`src/otg_power_pkg.sv`:
```
// constants, register map and carrier types for the otg power and ulpi pin control block
// assumes a 100 MHz mclk and a 32-bit apb register bus
package otg_power_pkg;

  // ****************************************
  // clock and timing
  // ****************************************
  localparam int CLK_PERIOD_NS = 10;
  localparam int POR_MIN_US = 40;
  localparam int POR_CYC = (POR_MIN_US * 1000 + CLK_PERIOD_NS - 1) / CLK_PERIOD_NS;
  localparam int POR_W = $clog2(POR_CYC + 1);
  localparam int POWER_DOWN_DELAY_NS = 500;
  localparam int IDENT_REPORT_TIME_NS = 1000;
  // sync stages plus rx cmd turnaround eat into the report budget
  localparam int IDENT_PIPE_CYC = 4;

  // ****************************************
  // register map
  // ****************************************
  localparam logic [7:0] ADDR_OTG_CONTROL = 8'h00;
  localparam logic [7:0] ADDR_INTERFACE_CONTROL = 8'h04;
  localparam logic [7:0] ADDR_STATUS = 8'h08;

  localparam int OTG_CTRL_W = 5;
  localparam logic [OTG_CTRL_W-1:0] OTG_CTRL_RST = 5'h00;
  localparam int IFACE_CTRL_W = 3;
  localparam logic [IFACE_CTRL_W-1:0] IFACE_CTRL_RST = 3'h0;

  localparam int ST_IDENT_GROUNDED = 0;
  localparam int ST_SESSION_END = 1;
  localparam int ST_BUS_POWER_VALID = 2;
  localparam int ST_POR_DONE = 3;
  localparam int ST_IDENT_CHANGE = 4;
  localparam int ST_BUS_POWER_FAULT = 5;
  localparam int ST_EXT_FAULT = 6;
  localparam int ST_POWERED_DOWN = 7;
  localparam int ST_LINK_TX_SEEN = 8;

  // ****************************************
  // rx cmd and low-power byte layout
  // ****************************************
  localparam int RXCMD_VBUS_VALID_BIT = 2;
  localparam int RXCMD_SESSION_END_BIT = 3;
  localparam int RXCMD_IDENT_BIT = 6;
  localparam int LP_INT_BIT = 3;

  typedef enum logic [1:0]
  {
    MODE_SYNC = 2'b00,
    MODE_LOW_POWER = 2'b01,
    MODE_SERIAL3 = 2'b10,
    MODE_SERIAL6 = 2'b11
  } bus_mode_t;

  typedef enum logic [1:0]
  {
    ST_IDLE = 2'b00,
    ST_TURN = 2'b01,
    ST_CMD = 2'b10
  } ulpi_state_t;

  typedef struct packed {
    logic extSupplyDriveEn;
    logic hostPowerDriveEn;
    logic busPowerChargeEn;
    logic busPowerDrainEn;
    logic cableIdentPullupEn;
  } otg_ctrl_t;

  typedef struct packed {
    bus_mode_t mode;
    logic switchInvert;
  } iface_ctrl_t;

  // ulpi pad outputs; every enable is low while the pad drives
  typedef struct packed {
    logic [7:0] data;
    logic dataOe_n;
    logic dir;
    logic dirOe_n;
    logic nxt;
    logic nxtOe_n;
    logic clkOe_n;
  } ulpi_pad_t;

  // pins arriving from outside the mclk domain
  typedef struct packed {
    logic chipSel_n;
    logic stp;
    logic identPin;
    logic busPowerValid;
    logic sessionEnd;
    logic faultIn;
    logic [7:0] dataIn;
  } pin_in_t;

  localparam int PIN_IN_W = $bits(pin_in_t);

endpackage

```
`src/pin_sync.sv`:
```
// two-stage synchroniser for a bundle of asynchronous pins
// assumes its output is the only place the pins are read
`timescale 1ns/1ps
module pin_sync
  import otg_power_pkg::*;
#(
  parameter int WIDTH = PIN_IN_W
)
(
  // clock and reset
  input wire logic mclk,
  input wire logic rst_n,
  // pins
  input wire logic [WIDTH-1:0] pinAsync,
  output logic [WIDTH-1:0] pinSync
);

  typedef struct packed {
    logic [WIDTH-1:0] stage1;
    logic [WIDTH-1:0] stage2;
  } sync_state_t;

  sync_state_t state_ff;
  sync_state_t nxt_state;

  // ****************************************
  // stage one feeds stage two only
  // ****************************************
  always_comb
  begin
    nxt_state.stage1 = pinAsync;
    nxt_state.stage2 = state_ff.stage1;
  end

  always_ff @(posedge mclk)
  begin
    if (!rst_n)
    begin
      state_ff <= '0;
    end
    else
    begin
      state_ff <= nxt_state;
    end
  end

  assign pinSync = state_ff.stage2;

endmodule

```
`src/otg_power_ctrl.sv`:
```
// power-down, power-on reset and otg signalling control behind a ulpi pad ring
// assumes an apb master on mclk and asynchronous pins from the pads and cable
//
// Local design decisions: the placing of the registers and the APB register port.
`timescale 1ns/1ps
module otg_power_ctrl
  import otg_power_pkg::*;
#(
  parameter int POWER_DOWN_NS = POWER_DOWN_DELAY_NS,
  parameter int IDENT_REPORT_NS = IDENT_REPORT_TIME_NS
)
(
  // clock and reset
  input wire logic mclk,
  input wire logic rst_n,
  // apb slave
  input wire logic psel,
  input wire logic penable,
  input wire logic pwrite,
  input wire logic [7:0] paddr,
  input wire logic [31:0] pwdata,
  output logic [31:0] prdata,
  output logic pready,
  output logic pslverr,
  // pins
  input wire pin_in_t pinIn,
  output ulpi_pad_t ulpiPad,
  // analog controls
  output logic internal_power_on_reset_n,
  output logic identSensePullupOn,
  output logic identWeakPullupOn,
  output logic busPowerDrainOn,
  output logic busPowerChargeOn,
  output logic supply_switch_out
);

// Overview of operation
// - chip select high tristates the data, dir and nxt pads and stops internal logic
// - clock pad floats after the power-down delay; link ignores it then
// - internal core reset stays active at least 40 us before release
// - with ident pull-up enabled, a changed ident level raises the flag, and an rx cmd in sync mode
// - ident grounded flag reads 1 for a b-type plug, 0 for a-type
// - with ident pull-up disabled, the weak fallback pull-up is connected instead
// - ident changes are reported within the ident report time, else none happened
// - bus-power-valid is ignored during power-up, otherwise low means fault while the host drive bit is set
// - data bus offers sync 8-bit, low-power, 3-pin and 6-pin serial modes; the serial mode codes are only stored and leave the bus idle
// - double data rate is not offered; only single-rate transfers exist
// - host and external drive bits set drive the supply switch active
// - supply switch polarity can be inverted in the interface control register
// - an external power controller fault input is accepted and recorded
// - chip select low wakes the device and restores ulpi pad operation

  localparam int POWER_DOWN_CYC_RAW = POWER_DOWN_NS / CLK_PERIOD_NS;
  localparam int POWER_DOWN_CYC = (POWER_DOWN_CYC_RAW < 1) ? 1 : POWER_DOWN_CYC_RAW;
  localparam int PD_W = $clog2(POWER_DOWN_CYC + 1);
  localparam int ID_FILT_RAW = IDENT_REPORT_NS / CLK_PERIOD_NS - IDENT_PIPE_CYC;
  localparam int ID_FILT_CYC = (ID_FILT_RAW < 1) ? 1 : ID_FILT_RAW;
  localparam int ID_W = $clog2(ID_FILT_CYC + 1);
  localparam int PD_A = POWER_DOWN_CYC;
  localparam int IDR_A = ID_FILT_CYC + IDENT_PIPE_CYC;

  typedef struct packed {
    otg_ctrl_t otg;
    iface_ctrl_t intf;
    logic [31:0] rdata;
    logic identRep;
    logic identChg;
    logic vbusFault;
    logic extFault;
    logic linkTx;
    logic [POR_W-1:0] porCnt;
    logic porActive;
    logic [PD_W-1:0] pdCnt;
    logic clkOff;
    logic [ID_W-1:0] idCnt;
    ulpi_state_t st;
    logic [7:0] dataOut;
    logic switchOut;
  } ctrl_state_t;

  ctrl_state_t state_ff;
  ctrl_state_t nxt_state;
  pin_in_t pinS;
  logic [31:0] statusWord;
  logic wrEn;
  logic rdSetup;
  logic hit;

  // ****************************************
  // pin synchronisers
  // ****************************************
  pin_sync #(
    .WIDTH(PIN_IN_W)
  ) u_pin_sync (
    .mclk(mclk),
    .rst_n(rst_n),
    .pinAsync(pinIn),
    .pinSync(pinS)
  );

  function automatic logic addrHit(input logic [7:0] a);
    addrHit = (a == ADDR_OTG_CONTROL) || (a == ADDR_INTERFACE_CONTROL) || (a == ADDR_STATUS);
  endfunction

  // ****************************************
  // apb decode
  // ****************************************
  assign hit = addrHit(paddr);
  assign wrEn = psel && penable && pwrite && hit;
  assign rdSetup = psel && !penable && !pwrite;
  assign pready = 1'b1;
  assign pslverr = psel && penable && !hit;
  assign prdata = state_ff.rdata;

  always_comb
  begin
    statusWord = '0;
    statusWord[ST_IDENT_GROUNDED] = state_ff.identRep;
    statusWord[ST_SESSION_END] = pinS.sessionEnd;
    statusWord[ST_BUS_POWER_VALID] = pinS.busPowerValid;
    statusWord[ST_POR_DONE] = !state_ff.porActive;
    statusWord[ST_IDENT_CHANGE] = state_ff.identChg;
    statusWord[ST_BUS_POWER_FAULT] = state_ff.vbusFault;
    statusWord[ST_EXT_FAULT] = state_ff.extFault;
    statusWord[ST_POWERED_DOWN] = pinS.chipSel_n;
    statusWord[ST_LINK_TX_SEEN] = state_ff.linkTx;
  end

  // ****************************************
  // next state
  // ****************************************
  always_comb
  begin
    logic clrW1;
    logic idSettled;
    nxt_state = state_ff;
    clrW1 = wrEn && (paddr == ADDR_STATUS);
    idSettled = 1'b0;
    // reads are latched in setup so data leave a flip-flop in the access phase
    if (rdSetup)
    begin
      unique case (paddr)
        ADDR_OTG_CONTROL: nxt_state.rdata = {{(32-OTG_CTRL_W){1'b0}}, state_ff.otg};
        ADDR_INTERFACE_CONTROL: nxt_state.rdata = {{(32-IFACE_CTRL_W){1'b0}}, state_ff.intf};
        ADDR_STATUS: nxt_state.rdata = statusWord;
        default: nxt_state.rdata = '0;
      endcase
    end
    if (wrEn && (paddr == ADDR_OTG_CONTROL))
    begin
      nxt_state.otg = otg_ctrl_t'(pwdata[OTG_CTRL_W-1:0]);
    end
    if (wrEn && (paddr == ADDR_INTERFACE_CONTROL))
    begin
      nxt_state.intf.switchInvert = pwdata[0];
      // every code is a single-rate mode, so no double-rate request can land
      nxt_state.intf.mode = bus_mode_t'(pwdata[2:1]);
    end
    // sticky flags: a set in the same cycle beats a write-one clear
    if (clrW1 && pwdata[ST_IDENT_CHANGE])
    begin
      nxt_state.identChg = 1'b0;
    end
    if (clrW1 && pwdata[ST_BUS_POWER_FAULT])
    begin
      nxt_state.vbusFault = 1'b0;
    end
    if (clrW1 && pwdata[ST_EXT_FAULT])
    begin
      nxt_state.extFault = 1'b0;
    end
    if (clrW1 && pwdata[ST_LINK_TX_SEEN])
    begin
      nxt_state.linkTx = 1'b0;
    end
    if (pinS.faultIn)
    begin
      nxt_state.extFault = 1'b1;
    end
    if (pinS.chipSel_n)
    begin
      // powered down: core reset re-armed, pads released, clock floats later
      nxt_state.porActive = 1'b1;
      nxt_state.porCnt = '0;
      nxt_state.st = ST_IDLE;
      nxt_state.idCnt = '0;
      if (state_ff.pdCnt == PD_W'(POWER_DOWN_CYC))
      begin
        nxt_state.clkOff = 1'b1;
      end
      else
      begin
        nxt_state.pdCnt = state_ff.pdCnt + 1'b1;
      end
    end
    else
    begin
      nxt_state.pdCnt = '0;
      nxt_state.clkOff = 1'b0;
      if (state_ff.porActive)
      begin
        if (state_ff.porCnt == POR_W'(POR_CYC - 1))
        begin
          nxt_state.porActive = 1'b0;
        end
        else
        begin
          nxt_state.porCnt = state_ff.porCnt + 1'b1;
        end
      end
      else
      begin
        if (!pinS.busPowerValid && state_ff.otg.hostPowerDriveEn)
        begin
          nxt_state.vbusFault = 1'b1;
        end
        if (!ulpiPad.dir && (pinS.dataIn != 8'h00))
        begin
          nxt_state.linkTx = 1'b1;
        end
        // ident level must hold steady before it is reported
        if (state_ff.otg.cableIdentPullupEn && (pinS.identPin != state_ff.identRep))
        begin
          if (state_ff.idCnt == ID_W'(ID_FILT_CYC - 1))
          begin
            idSettled = 1'b1;
            nxt_state.idCnt = '0;
          end
          else
          begin
            nxt_state.idCnt = state_ff.idCnt + 1'b1;
          end
        end
        else
        begin
          nxt_state.idCnt = '0;
        end
        if (idSettled)
        begin
          nxt_state.identRep = pinS.identPin;
          nxt_state.identChg = 1'b1;
        end
        unique case (state_ff.st)
          ST_IDLE:
          begin
            if (idSettled && (state_ff.intf.mode == MODE_SYNC))
            begin
              nxt_state.st = ST_TURN;
            end
          end
          ST_TURN:
          begin
            nxt_state.st = pinS.stp ? ST_IDLE : ST_CMD;
          end
          ST_CMD:
          begin
            nxt_state.st = ST_IDLE;
          end
          default:
          begin
            nxt_state.st = ST_IDLE;
          end
        endcase
      end
    end
    nxt_state.dataOut = '0;
    if (state_ff.intf.mode == MODE_LOW_POWER)
    begin
      nxt_state.dataOut[LP_INT_BIT] = state_ff.identChg || state_ff.vbusFault || state_ff.extFault;
    end
    else
    begin
      nxt_state.dataOut[RXCMD_IDENT_BIT] = nxt_state.identRep;
      nxt_state.dataOut[RXCMD_VBUS_VALID_BIT] = pinS.busPowerValid;
      nxt_state.dataOut[RXCMD_SESSION_END_BIT] = pinS.sessionEnd;
    end
    // polarity flip sits after the drive gate so both settings idle safely
    nxt_state.switchOut = (state_ff.otg.hostPowerDriveEn && state_ff.otg.extSupplyDriveEn)
      ^ state_ff.intf.switchInvert;
  end

  always_ff @(posedge mclk)
  begin
    if (!rst_n)
    begin
      state_ff <= '0;
      state_ff.otg <= OTG_CTRL_RST;
      state_ff.intf <= IFACE_CTRL_RST;
      state_ff.porActive <= 1'b1;
      state_ff.identRep <= 1'b1;
      state_ff.switchOut <= 1'b0;
    end
    else
    begin
      state_ff <= nxt_state;
    end
  end

  // ****************************************
  // pad and analog outputs
  // ****************************************
  always_comb
  begin
    logic dirHigh;
    dirHigh = state_ff.porActive || (state_ff.st != ST_IDLE) || (state_ff.intf.mode == MODE_LOW_POWER);
    ulpiPad.dir = dirHigh;
    ulpiPad.dirOe_n = pinS.chipSel_n;
    ulpiPad.nxt = 1'b0;
    ulpiPad.nxtOe_n = pinS.chipSel_n;
    ulpiPad.data = state_ff.dataOut;
    // turnaround cycle and reset hold leave the bus undriven
    ulpiPad.dataOe_n = pinS.chipSel_n || !dirHigh || (state_ff.st == ST_TURN) || state_ff.porActive;
    ulpiPad.clkOe_n = state_ff.clkOff;
  end

  assign internal_power_on_reset_n = !state_ff.porActive;
  assign identSensePullupOn = state_ff.otg.cableIdentPullupEn;
  assign identWeakPullupOn = !state_ff.otg.cableIdentPullupEn;
  assign busPowerDrainOn = state_ff.otg.busPowerDrainEn && !pinS.chipSel_n;
  assign busPowerChargeOn = state_ff.otg.busPowerChargeEn && !pinS.chipSel_n;
  assign supply_switch_out = state_ff.switchOut;
endmodule

```
`config.mk`:
```
export PLATFORM = sky130hd
export DESIGN_NAME = otg_power_ctrl
export DESIGN_NICKNAME = d
export VERILOG_FILES = /design/src/otg_power_pkg.sv /design/src/pin_sync.sv /design/src/otg_power_ctrl.sv
export SDC_FILE = /design/constraint.sdc
export NUM_CORES = 1
export LEC_CHECK = 0
export BUFFER_PORTS_ARGS = -buffer_cell sky130_fd_sc_hd__buf_4
export CORE_UTILIZATION = 55
export CTS_CLUSTER_DIAMETER = 200
export CTS_CLUSTER_SIZE = 30
export DETAILED_ROUTE_END_ITERATION = 8
export PLACE_DENSITY = 0.94
export SYNTH_ARGS = -nofsm -noshare
export SYNTH_HDL_FRONTEND = slang
export SYNTH_SLANG_ARGS = --single-unit
```
`constraint.sdc`:
```
create_clock -name mclk -period 3 [get_ports mclk]
set_input_delay 0.75 -clock mclk [delete_from_list [all_inputs] [get_ports mclk]]
set_output_delay 0.75 -clock mclk [all_outputs]
set_load 0.1 [all_outputs]
```
# --- Word level (Yosys, flattened, before mapping) ---
# Index checks and enable logic that the tools add are counted.
classes:
  addsub: 3
  n_eq_ne: 9
  mux: 26
  bitwise_logic: 4
  reduce_logical: 48
op_table:
  columns: ["cell", "n"]
  rows:
  - ["$pmux 9 s3", 1]
  - ["$logic_and 1x1->1", 20]
  - ["$mux 1", 15]
  - ["$mux 7", 2]
  - ["$mux 13", 1]
  - ["$add 12x1->12 const B", 1]
  - ["$eq 12x12->1 const B", 1]
  - ["$mux 12", 1]
  - ["$logic_or 1x1->1", 9]
  - ["$eq 8x3->1 const B", 1]
  - ["$eq 8x4->1 const B", 1]
  - ["$logic_not 1->1", 8]
  - ["$logic_not 8->1", 1]
  - ["$reduce_bool 8->1", 1]
  - ["$add 7x1->7 const B", 1]
  - ["$eq 7x7->1 const B", 1]
  - ["$add 6x1->6 const B", 1]
  - ["$eq 6x6->1 const B", 1]
  - ["$mux 2", 3]
  - ["$mux 3", 2]
  - ["$reduce_and 2->1", 3]
  - ["$eq 2x1->1 const B", 2]
  - ["$logic_not 2->1", 2]
  - ["$pmux 2 s2", 1]
  - ["other kinds (6)", 10]
totals:
  reg_bits: 111
  in_bits: 59
  out_inout_bits: 54

# --- Longest topological paths before layout ---
# Gate-level depths: netlist (run 1).
logic_depth:
  ltp_word: 10
  ltp_mapped: 5

# --- Cells and area by module ---
# A second synthesis (run 1) with hierarchy kept.
hier_totals:
  hier_cells: 395
  area_unflattened_um2: 3707.3
by_module_without_submodules:
  columns: ["mod", "n_inst", "cells_per_inst", "area_per_inst_um2", "seq_area_each_um2"]
  rows:
  - ["otg_power_ctrl", 1, 337, 2921.6, 1101.1]
  - ["pin_sync", 1, 58, 785.8, 560.5]

# --- Worst setup path after synthesis (run 1) ---
# Ideal clock, no wire load.
synth_timing:
  path_kind: "register to output"
  from: "register state_ff[77] (netlist name)"
  to: "output ulpiPad[5] (netlist name)"
  arrival_time_ns: 2.801
  required_time_ns: 2.250
  slack_ns: -0.551
  stages_incl_launch_ff: 5
  path_buffers: 1
  path_cell_list: "dfxtp_1 > nand2b_1 > clkbuf_1 > nor2_1 > o21ai_0"
synth_rtl:
  columns: ["element", "line_no", "rtl"]
  rows:
  - ["start: declaration", "otg_power_ctrl.sv:81", "ctrl_state_t state_ff;"]
  - ["start signal: assignment", "otg_power_ctrl.sv:295", "state_ff <= nxt_state;"]
  - ["end: declaration", "otg_power_ctrl.sv:27", "output ulpi_pad_t ulpiPad,"]

==> results.yml, run 1 <==
global_route:
  grt_first_pass_wirelength_um: 13200
  grt.total_usage_pct: 23.4
  grt_start_max_net_pins: 70
  initial_antenna_violation_count: 0
  total_global_routing_overflow: 0
  vias_in_the_first_global_route: 2883
yosys:
  dominantRegCellSynth: "sky130_fd_sc_hd__dfxtp_1"
  synth_top_cells_by_area: "sky130_fd_sc_hd__dfxtp_1, sky130_fd_sc_hd__buf_4, sky130_fd_sc_hd__and2_1"
  synth-seq-area-share_pct: 43.9
  synth_enable_flop_cells: 0
  syn-cell-area_um2: 3780
  yosysTopAreaCell: "sky130_fd_sc_hd__dfxtp_1"
  async_reset_ff_share_pct: 0
  synthDistinctLibCells: 54
  yosys_register_bits: 83
  synth_top_area_share_pct: 43.9
  yosysWarningCount: 0
  postSynthAreaPerCell_um2: 9.09
  postSynthCellCount: 416
timing:
  hold_violations: 0
  grt_setup_unrepaired: "false"
  worst_clock_skew_ns: 0.00830
  drv_slew: 0
  setup_ws_post_layout_ns: 0.580
  achievable-frequency_mhz: 413
  slew-limit-headroom_pct: 63.2
  period_share_pct: 80.7
  worstMarginPinSlew_ns: 0.551
  final-setup-viol-count: 0
  setup_tns_ns: 0
  period_minus_slack_ns: 2.42
worst_setup_path:
  crit_slowest_cell: "sky130_fd_sc_hd__dfxtp_1"
  critical_path.startpoint: "state_ff[77]"
  setup.worst_path.start_class: "register"
  critical_path.top_delay_family: "flip-flops"
  cp_slowest_stage_delay_ns: 0.39
  crit_path_max_fanout: 8
  crit_required_ns: 2.25
  reg2reg_from: "state_ff[25]"
  timing.critical_path.arrival_ns: 1.67
  setup_crit_end_kind: "output pin"
  crit_chain: "nand2b_1 -> nor2_1 -> o21ai_1 -> buf_4"
  path_class: "reg2out"
  critical_path.n_buffers_inverters: 1
routing:
  drt-total-wl_um: 7970
  detail_route.vias_per_cell: 5.74
  detail_route.wl_per_cell_um: 14.9
  remaining_drc_errors: 8
  first_iter_violations: 165
  antenna_left: 0
  drt_pre_antenna_iters: 9
  vias: 3069
clock_network:
  hold_buffers: 0
  cts-resized-gates: 0
  tritoncts_num_sinks: 83
  root_buffer: "sky130_fd_sc_hd__clkbuf_8"
  htree_levels: 3
  cts_tree: "yes"
  cts_buffer_depth: 2
  cts.repair_timing.setup_buffer_count: 0
  cts_made_buffers: 9
  clock_slew_seen_by_the_registers_of_the_worst_setup_and_hold_paths_ns: 0.08
  clock_latency_ns: 0.36
die:
  row_count: 29
  die_area_um2: 7210
  die_y_um: 84.9
  pin_count: 113
  effective_utilization_at_floorplan_pct: 58.2
  floorplan.die.width_um: 84.9
  core_um2: 6490
layout:
  drive_gt1_share_pct: 18.6
  num-nets-final: 516
  antenna_cells_inserted: 0
  layoutNonFillerInstCount: 535
  layout_common_cells: "sky130_fd_sc_hd__dfxtp_1, sky130_fd_sc_hd__buf_4, sky130_fd_sc_hd__nand2_1, sky130_fd_sc_hd__conb_1, sky130_fd_sc_hd__and2_1"
  utilization_pct: 65.7
  areaGrowthSynthToFinish_pct: 12.8
  fillerInstances: 497
  layout.cells.most_common: "sky130_fd_sc_hd__dfxtp_1"
power:
  leakage_nw: 1.69
  internal_power_mw: 1.77
  vdd_ir_drop_max_uv: 341
  p_sw_share_pct: 28.5
  power_per_cell_area_nw_per_um2: 579
  clkPwrFrac_pct: 39.0
  power_switching_mw: 0.703
  combPwrFrac_pct: 13.9
  p_seq_share_pct: 47.1
placement:
  io_buffer_count: 58
  pre_cts_slack_ns: 0.597
  place.detailed.instances: 519
  place_hpwl_um: 5490
  gp_congestion: 0.886
flow_run:
  maxCapViolCount: 0
hold_path:
  hold_path.class: "reg2reg"
  hp_start: "u_pin_sync.nxt_state[8]"
outcome:
  violations: "design-rule violations"
  run_status: "finished with violations"
==> layer usage <==
| metal | share of wire [%] | track usage, % | wire length (um) | vias to the layer above |
|---|---|---|---|---|
| li1 | - | - | - | 1477 |
| met1 | 41 | 27.4 | 3270 | 1434 |
| met2 | 50 | 39.2 | 3990 | 140 |
| met3 | 6.4 | 6.32 | 513 | 18 |
| met4 | 2.5 | 12.6 | 203 | 0 |
| met5 | 0 | 0 | 0 | - |
==> power groups by stage <==
stage	registers, mW	clock network, mW	logic [mW]
after floorplan	1.18	0	0.315
after global placement	1.18	0	0.334
after detailed placement	1.18	0	0.341
after CTS	1.16	0.968	0.342
after global routing	1.17	1.01	0.363
final	1.16	0.963	0.343
==> through the flow <==
step / hold slack (ns) / power (mW) / instance area [um2]
3_5_place_dp: 0.420 / 1.53 / 4030
4_1_cts: 0.435 / 2.47 / 4270
2_1_floorplan: 0.412 / 1.49 / 3890
5_1_grt: 0.452 / 2.54 / 4270
6_report: 0.435 / 2.47 / 4270
3_3_place_gp: 0.415 / 1.52 / 4030
==> registers in the layout (all words and copies together), names as in the netlist <==
| signal | cells |
|---|---|
| supply_switch_out | 1 |
| identSensePullupOn | 1 |
| u_pin_sync.nxt_state | 14 |
| state_ff | 40 |
| u_pin_sync.pinSync | 14 |
| prdata | 9 |
| ulpiPad | 4 |
==> area by class of cell <==
class                      count  area, um2  share of cell area (%)
clock buffer                  10        128                    2.99
clock inverter                 6        114                    2.67
inverter                       9       33.8                   0.792
multi-input combinational    288       1770                    41.4
sequential                    83       1660                    38.9
tap                           77       96.3                    2.26
timing repair buffer          62        465                    10.9
==> Yosys cell counts (3+ instances only) <==
library cell / number
sky130_fd_sc_hd__dfxtp_1: 83
sky130_fd_sc_hd__buf_4: 46
sky130_fd_sc_hd__nand2_1: 30
sky130_fd_sc_hd__and2_1: 28
sky130_fd_sc_hd__nand3_1: 24
sky130_fd_sc_hd__o21ai_0: 19
sky130_fd_sc_hd__mux2i_1: 15
sky130_fd_sc_hd__clkbuf_1: 14
sky130_fd_sc_hd__nor3_1: 14
sky130_fd_sc_hd__nor2_1: 12
sky130_fd_sc_hd__nand4_1: 11
sky130_fd_sc_hd__a21oi_1: 10
sky130_fd_sc_hd__inv_1: 9
sky130_fd_sc_hd__nor2b_1: 7
sky130_fd_sc_hd__nor4_1: 7
sky130_fd_sc_hd__or3_1: 6
sky130_fd_sc_hd__xor2_1: 6
sky130_fd_sc_hd__a31oi_1: 5
sky130_fd_sc_hd__o31ai_1: 5
sky130_fd_sc_hd__or4_1: 5
sky130_fd_sc_hd__ha_1: 4
sky130_fd_sc_hd__nand4b_1: 4
sky130_fd_sc_hd__a2bb2oi_1: 3
sky130_fd_sc_hd__and4_1: 3
sky130_fd_sc_hd__nand2b_1: 3
sky130_fd_sc_hd__or3b_2: 3
sky130_fd_sc_hd__xnor2_1: 3
==> final timing paths <==
path                      endpoint  slack [ns]  depth (start not counted)
max                     ulpiPad[5]        0.58                          4
min reg2reg  u_pin_sync.pinSync[8]        0.43                          1
max reg2reg           state_ff[37]        0.92                          4
min          u_pin_sync.pinSync[8]        0.43                          1
==> cell families (layout without fill, tap and decap cells) <==
kind of cell | Yosys count | in the layout | synth area share (%)
simple gates | 169 | 169 | 25.7
other cells | 2 | 30 | 0.199
flops | 83 | 83 | 43.9
fa+ha+maj | 4 | 4 | 1.32
mux | 15 | 15 | 3.97
compound gates | 61 | 61 | 10.6
buf+inv | 73 | 87 | 12.3
xor+xnor | 9 | 9 | 2.08
(Power assumes the default switching activity.)
==> run 2, diff against run 1 <==
--- a/config.mk
+++ b/config.mk
@@ -6,11 +6,11 @@
 export NUM_CORES = 1
 export LEC_CHECK = 0
 export BUFFER_PORTS_ARGS = -buffer_cell sky130_fd_sc_hd__buf_4
-export CORE_UTILIZATION = 55
+export CORE_UTILIZATION = 46
 export CTS_CLUSTER_DIAMETER = 200
 export CTS_CLUSTER_SIZE = 30
 export DETAILED_ROUTE_END_ITERATION = 8
-export PLACE_DENSITY = 0.94
+export PLACE_DENSITY = 0.85
 export SYNTH_ARGS = -nofsm -noshare
 export SYNTH_HDL_FRONTEND = slang
 export SYNTH_SLANG_ARGS = --single-unit
==> constraint.sdc (replaced) <==
create_clock -name mclk -period 2.2 [get_ports mclk]
set_input_delay 0.55 -clock mclk [delete_from_list [all_inputs] [get_ports mclk]]
set_output_delay 0.55 -clock mclk [all_outputs]
set_load 0.1 [all_outputs]
==> results.yml, run 2 (same netlist as run 1, synthesis figures left out) <==
layout:
  num-nets-final: 520
  areaGrowthSynthToFinish_pct: 13.9
  drive_gt1_share_pct: 20.3
  layout_common_cells: "sky130_fd_sc_hd__dfxtp_1, sky130_fd_sc_hd__buf_4, sky130_fd_sc_hd__nand2_1, sky130_fd_sc_hd__conb_1, sky130_fd_sc_hd__and2_1"
  top_register: "state_ff"
  antenna_cells_inserted: 0
  fillerInstances: 702
  largest_register_ff_count: 40
  layout.cells.most_common: "sky130_fd_sc_hd__dfxtp_1"
  utilization_pct: 54.9
  final_cell_area_um2: 4310
flow_run:
  maxCapViolCount: 0
clock_network:
  root_buffer: "sky130_fd_sc_hd__clkbuf_8"
  cts_buffer_depth: 2
  clock_latency_ns: 0.36
  cts_made_buffers: 9
  clock_slew_seen_by_the_registers_of_the_worst_setup_and_hold_paths_ns: 0.09
  cts_tree: "yes"
  tritoncts_num_sinks: 83
  htree_levels: 3
  hold_buffers: 0
power:
  clkPwrFrac_pct: 34.9
  combPwrFrac_pct: 14.9
  p_sw_share_pct: 30.7
  p_seq_share_pct: 50.1
  power_switching_mw: 0.968
  power_per_cell_area_nw_per_um2: 733
  leakage_nw: 1.70
  vdd_ir_drop_max_uv: 368
  internal_power_mw: 2.19
timing:
  grt_setup_unrepaired: "false"
  setup_ws_post_layout_ns: 0.113
  period_share_pct: 94.9
  setup_tns_ns: 0
  achievable-frequency_mhz: 479
  final-setup-viol-count: 0
  worst_clock_skew_ns: 0.0134
  period_minus_slack_ns: 2.09
  hold_violations: 0
  drv_slew: 0
die:
  die_area_um2: 8590
  floorplan.die.width_um: 92.7
  die_y_um: 92.7
  row_count: 32
  core_um2: 7850
  effective_utilization_at_floorplan_pct: 48.2
  pin_count: 113
worst_setup_path:
  reg2reg_setup_slack_ns: 0.52
  timing.critical_path.arrival_ns: 1.54
  crit_path_max_fanout: 8
  crit_required_ns: 1.65
  setup_crit_end_kind: "output pin"
  setup.worst_path.start_class: "register"
  path_class: "reg2out"
  r2r_cells: 4
routing:
  drt-total-wl_um: 7390
  first_iter_violations: 231
  drt_pre_antenna_iters: 5
  detail_route.vias_per_cell: 5.34
  detail_route.wl_per_cell_um: 13.1
  antenna_left: 0
  vias: 3013
  remaining_drc_errors: 0
hold_path:
  hold_path.class: "in2reg"
  min_path_cells: 2
global_route:
  initial_antenna_violation_count: 0
  grt_first_pass_wirelength_um: 12000
  total_global_routing_overflow: 0
  grt_start_max_net_pins: 40
  vias_in_the_first_global_route: 2664
  grt.total_usage_pct: 17.7
placement:
  io_buffer_count: 58
  post_detailed_placement_cell_area_um2: 4110
  gp_congestion: 0.902
  place_hpwl_um: 5380
  pre_cts_slack_ns: 0.137
outcome:
  run_status: "completed"
-- run 2: changes by cell type in the layout (fill, tap and decap cells not counted), sizes merged --
| cell | before | now |
|---|---|---|
| buf | 62 | 66 |
| bufinv | 3 | 1 |
| clkinv | 1 | 3 |
| inv | 9 | 11 |
| clkbuf | 10 | 9 |
| clkinvlp | 2 | 1 |
-- run 2: worst paths after layout --
path                                 start                     end
setup / recovery              state_ff[77]              ulpiPad[5]
hold / removal                   pwdata[6]            state_ff[39]
setup reg to reg              state_ff[25]            state_ff[17]
hold reg to reg   u_pin_sync.nxt_state[12]  u_pin_sync.pinSync[12]
-- run 2: critical path, stage by stage, from the launching register on --
cell and delay (ns):
sky130_fd_sc_hd__dfxtp_1 0.39, sky130_fd_sc_hd__nand2b_2 0.25, sky130_fd_sc_hd__nor2_1 0.07, sky130_fd_sc_hd__o21ai_2 0.16, sky130_fd_sc_hd__buf_4 0.32
-- run 2: layout make-up --
class	instances	area, um2	area share, %
Tap cell	102	128	2.96
Multi-Input combinational cell	288	1790	41.5
Clock inverter	7	76.3	1.77
Timing Repair Buffer	66	495	11.5
Inverter	9	33.8	0.784
Sequential cell	83	1660	38.6
Clock buffer	9	124	2.87
-- run 2: through the flow --
| stage | instances | hold WS, ns | power (mW) |
|---|---|---|---|
| 6_report | 564 | 0.385 | 3.16 |
| 5_1_grt | 564 | 0.395 | 3.28 |
| 4_1_cts | 564 | 0.374 | 3.17 |
| 3_5_place_dp | 548 | 0.418 | 2.08 |
| 3_3_place_gp | 548 | 0.417 | 2.07 |
| 2_1_floorplan | 444 | 0.412 | 2.04 |
-- run 2: power by group through the flow --
| stage | sequential [mW] | clock, mW | combinational (mW) |
|---|---|---|---|
| finish | 1.58 | 1.10 | 0.471 |
| global route | 1.59 | 1.19 | 0.500 |
| floorplan | 1.60 | 0 | 0.431 |
| detailed placement | 1.62 | 0 | 0.468 |
| CTS | 1.58 | 1.12 | 0.469 |
| global placement | 1.61 | 0 | 0.461 |
-- run 2: per-layer routing --
metal	vias to the layer above	part of all wire (%)	routed length [um]	global-route usage, %
li1	1480	-	-	-
met1	1394	42	3130	21.8
met2	127	50	3690	29.8
met3	12	5.6	410	2.46
met4	0	2.1	154	9.62
met5	-	0	0	0
-- run 2: timing repair --
item,4_1_cts,5_1_grt
setup endpoints to repair,0,1
resized for setup,0,1
buffers inserted,0,0
hold endpoints to repair,0,0
==> run 3, diff against run 2 <==
==> constraint.sdc (replaced) <==
create_clock -name mclk -period 1.92 [get_ports mclk]
set_input_delay 0.48 -clock mclk [delete_from_list [all_inputs] [get_ports mclk]]
set_output_delay 0.48 -clock mclk [all_outputs]
set_load 0.1 [all_outputs]
==> results.yml, run 3 (same netlist as run 1, synthesis figures left out) <==
outcome:
  run_status: "completed"
power:
  vdd_ir_drop_max_uv: 416
  total_power_mw: 3.67
  leakage_nw: 1.74
  clkPwrFrac_pct: 35.6
  power_switching_mw: 1.14
  p_seq_share_pct: 49.4
  p_sw_share_pct: 31.1
  combPwrFrac_pct: 15.0
  internal_power_mw: 2.53
  power_per_cell_area_nw_per_um2: 837
die:
  core_um2: 7850
  effective_utilization_at_floorplan_pct: 48.2
  floorplan.die.width_um: 92.7
  die_area_um2: 8590
  row_count: 32
  die_y_um: 92.7
  pin_count: 113
layout:
  fillerInstances: 688
  num-nets-final: 527
  drive_gt1_share_pct: 21.7
  multiInputGateArea_um2: 1790
  top_register: "state_ff"
  final_cell_area_um2: 4390
  layout.cells.most_common: "sky130_fd_sc_hd__dfxtp_1"
  layout_common_cells: "sky130_fd_sc_hd__dfxtp_1, sky130_fd_sc_hd__buf_4, sky130_fd_sc_hd__nand2_1, sky130_fd_sc_hd__conb_1, sky130_fd_sc_hd__and2_1"
  largest_register_ff_count: 40
  antenna_cells_inserted: 0
  areaGrowthSynthToFinish_pct: 15.9
  seqCellArea_um2: 1670
worst_setup_path:
  cp_slowest_stage_delay_ns: 0.40
  reg2reg_from: "state_ff[25]"
  crit_required_ns: 1.44
  critical_path.top_delay_family: "buffers and inverters"
  crit_path_max_fanout: 7
  reg2reg_setup_slack_ns: 0.29
  setup_crit_end_kind: "output pin"
  path_class: "reg2out"
  setup.worst_path.start_class: "register"
  timing.critical_path.arrival_ns: 1.39
  r2r_end: "state_ff[17]"
  crit_slowest_cell: "sky130_fd_sc_hd__dfxtp_1"
  critical_path.n_buffers_inverters: 2
  crit_chain: "buf_4 -> nor2b_1 -> buf_6"
  r2r_cells: 4
timing:
  period_minus_slack_ns: 1.87
  hold_violations: 0
  grt_setup_unrepaired: "false"
  final-setup-viol-count: 0
  period_share_pct: 97.5
  achievable-frequency_mhz: 534
  drv_slew: 0
  worst_clock_skew_ns: 0.00687
placement:
  gp_congestion: 0.859
  post_detailed_placement_cell_area_um2: 4160
  place_hpwl_um: 5590
  io_buffer_count: 58
clock_network:
  cts_made_buffers: 9
  hold_buffers: 0
  cts_buffer_depth: 2
  htree_levels: 3
  tritoncts_num_sinks: 83
  clock_latency_ns: 0.36
  cts_tree: "yes"
  root_buffer: "sky130_fd_sc_hd__clkbuf_8"
  clock_slew_seen_by_the_registers_of_the_worst_setup_and_hold_paths_ns: 0.09
hold_path:
  min_to: "state_ff[39]"
  min_path_cells: 2
  hp_start: "pwdata[6]"
  hold_path.class: "in2reg"
routing:
  vias: 3036
  drt-met1-wl_um: 3250
  highest_layer: "met4"
  drt-total-wl_um: 7600
  remaining_drc_errors: 0
  antenna_left: 0
  detail_route.vias_per_cell: 5.32
  drt_pre_antenna_iters: 4
  first_iter_violations: 174
  wl_met3_um: 386
  met2_routed_length_um: 3670
  detail_route.wl_per_cell_um: 13.3
global_route:
  grt_first_pass_wirelength_um: 12500
  total_global_routing_overflow: 0
  initial_antenna_violation_count: 0
  grt.total_usage_pct: 18.4
  grt_start_max_net_pins: 38
  vias_in_the_first_global_route: 2815
flow_run:
  maxCapViolCount: 0
## run 3: worst max-delay path by stage
stage                           start          endpoint  slack, ns  depth (start not counted)
3_3_place_gp                 paddr[1]      state_ff[38]      -0.05                          5
5_1_grt                      paddr[1]           pslverr       0.02                          4
6_report       u_pin_sync.pinSync[13]   busPowerDrainOn       0.05                          3
3_5_place_dp                 paddr[1]      state_ff[38]      -0.05                          5
2_1_floorplan  u_pin_sync.pinSync[13]  busPowerChargeOn      -0.39                          2
4_1_cts        u_pin_sync.pinSync[13]   busPowerDrainOn      0.003                          3
## run 3: repair_timing
| action | CTS | global route |
|---|---|---|
| setup endpoints to repair | 3 | 2 |
| endpoints found under the hold margin | 0 | 0 |
| gates resized for setup | 2 | 4 |
| pin swaps | 0 | 0 |
| setup buffers | 0 | 0 |
## run 3: per-layer routing
| metal | vias up | GRT usage, % |
|---|---|---|
| met1 | 1399 | 22.5 |
| met2 | 118 | 30.2 |
| li1 | 1495 | - |
| met3 | 24 | 2.96 |
| met5 | - | 0 |
| met4 | 0 | 11.8 |
## run 3: power groups by stage
stage	clock, mW	sequential (mW)	combinational, mW
final	1.31	1.81	0.551
after global routing	1.40	1.82	0.585
after CTS	1.33	1.81	0.549
after detailed placement	0	1.85	0.547
after global placement	0	1.85	0.536
after floorplan	0	1.84	0.494
## run 3: final cells by class
class | count | share of cell area, %
timing repair buffer | 73 | 12.9
multi-input combinational | 288 | 40.7
clock inverter | 7 | 1.91
inverter | 9 | 0.770
tap | 102 | 2.91
clock buffer | 9 | 2.82
sequential | 83 | 38.0
## run 3: per-stage QoR
step	hold WS, ns	cells	TNS [ns]	setup slack (ns)	util [%]
floorplan	0.412	444	-0.875	-0.394	-
global placement	0.417	555	-0.192	-0.0530	53.0
detailed placement	0.417	555	-0.227	-0.0525	53.0
CTS	0.294	571	0	0.00261	55.7
global route	0.320	571	0	0.0192	55.9
finish	0.305	571	0	0.0486	55.9
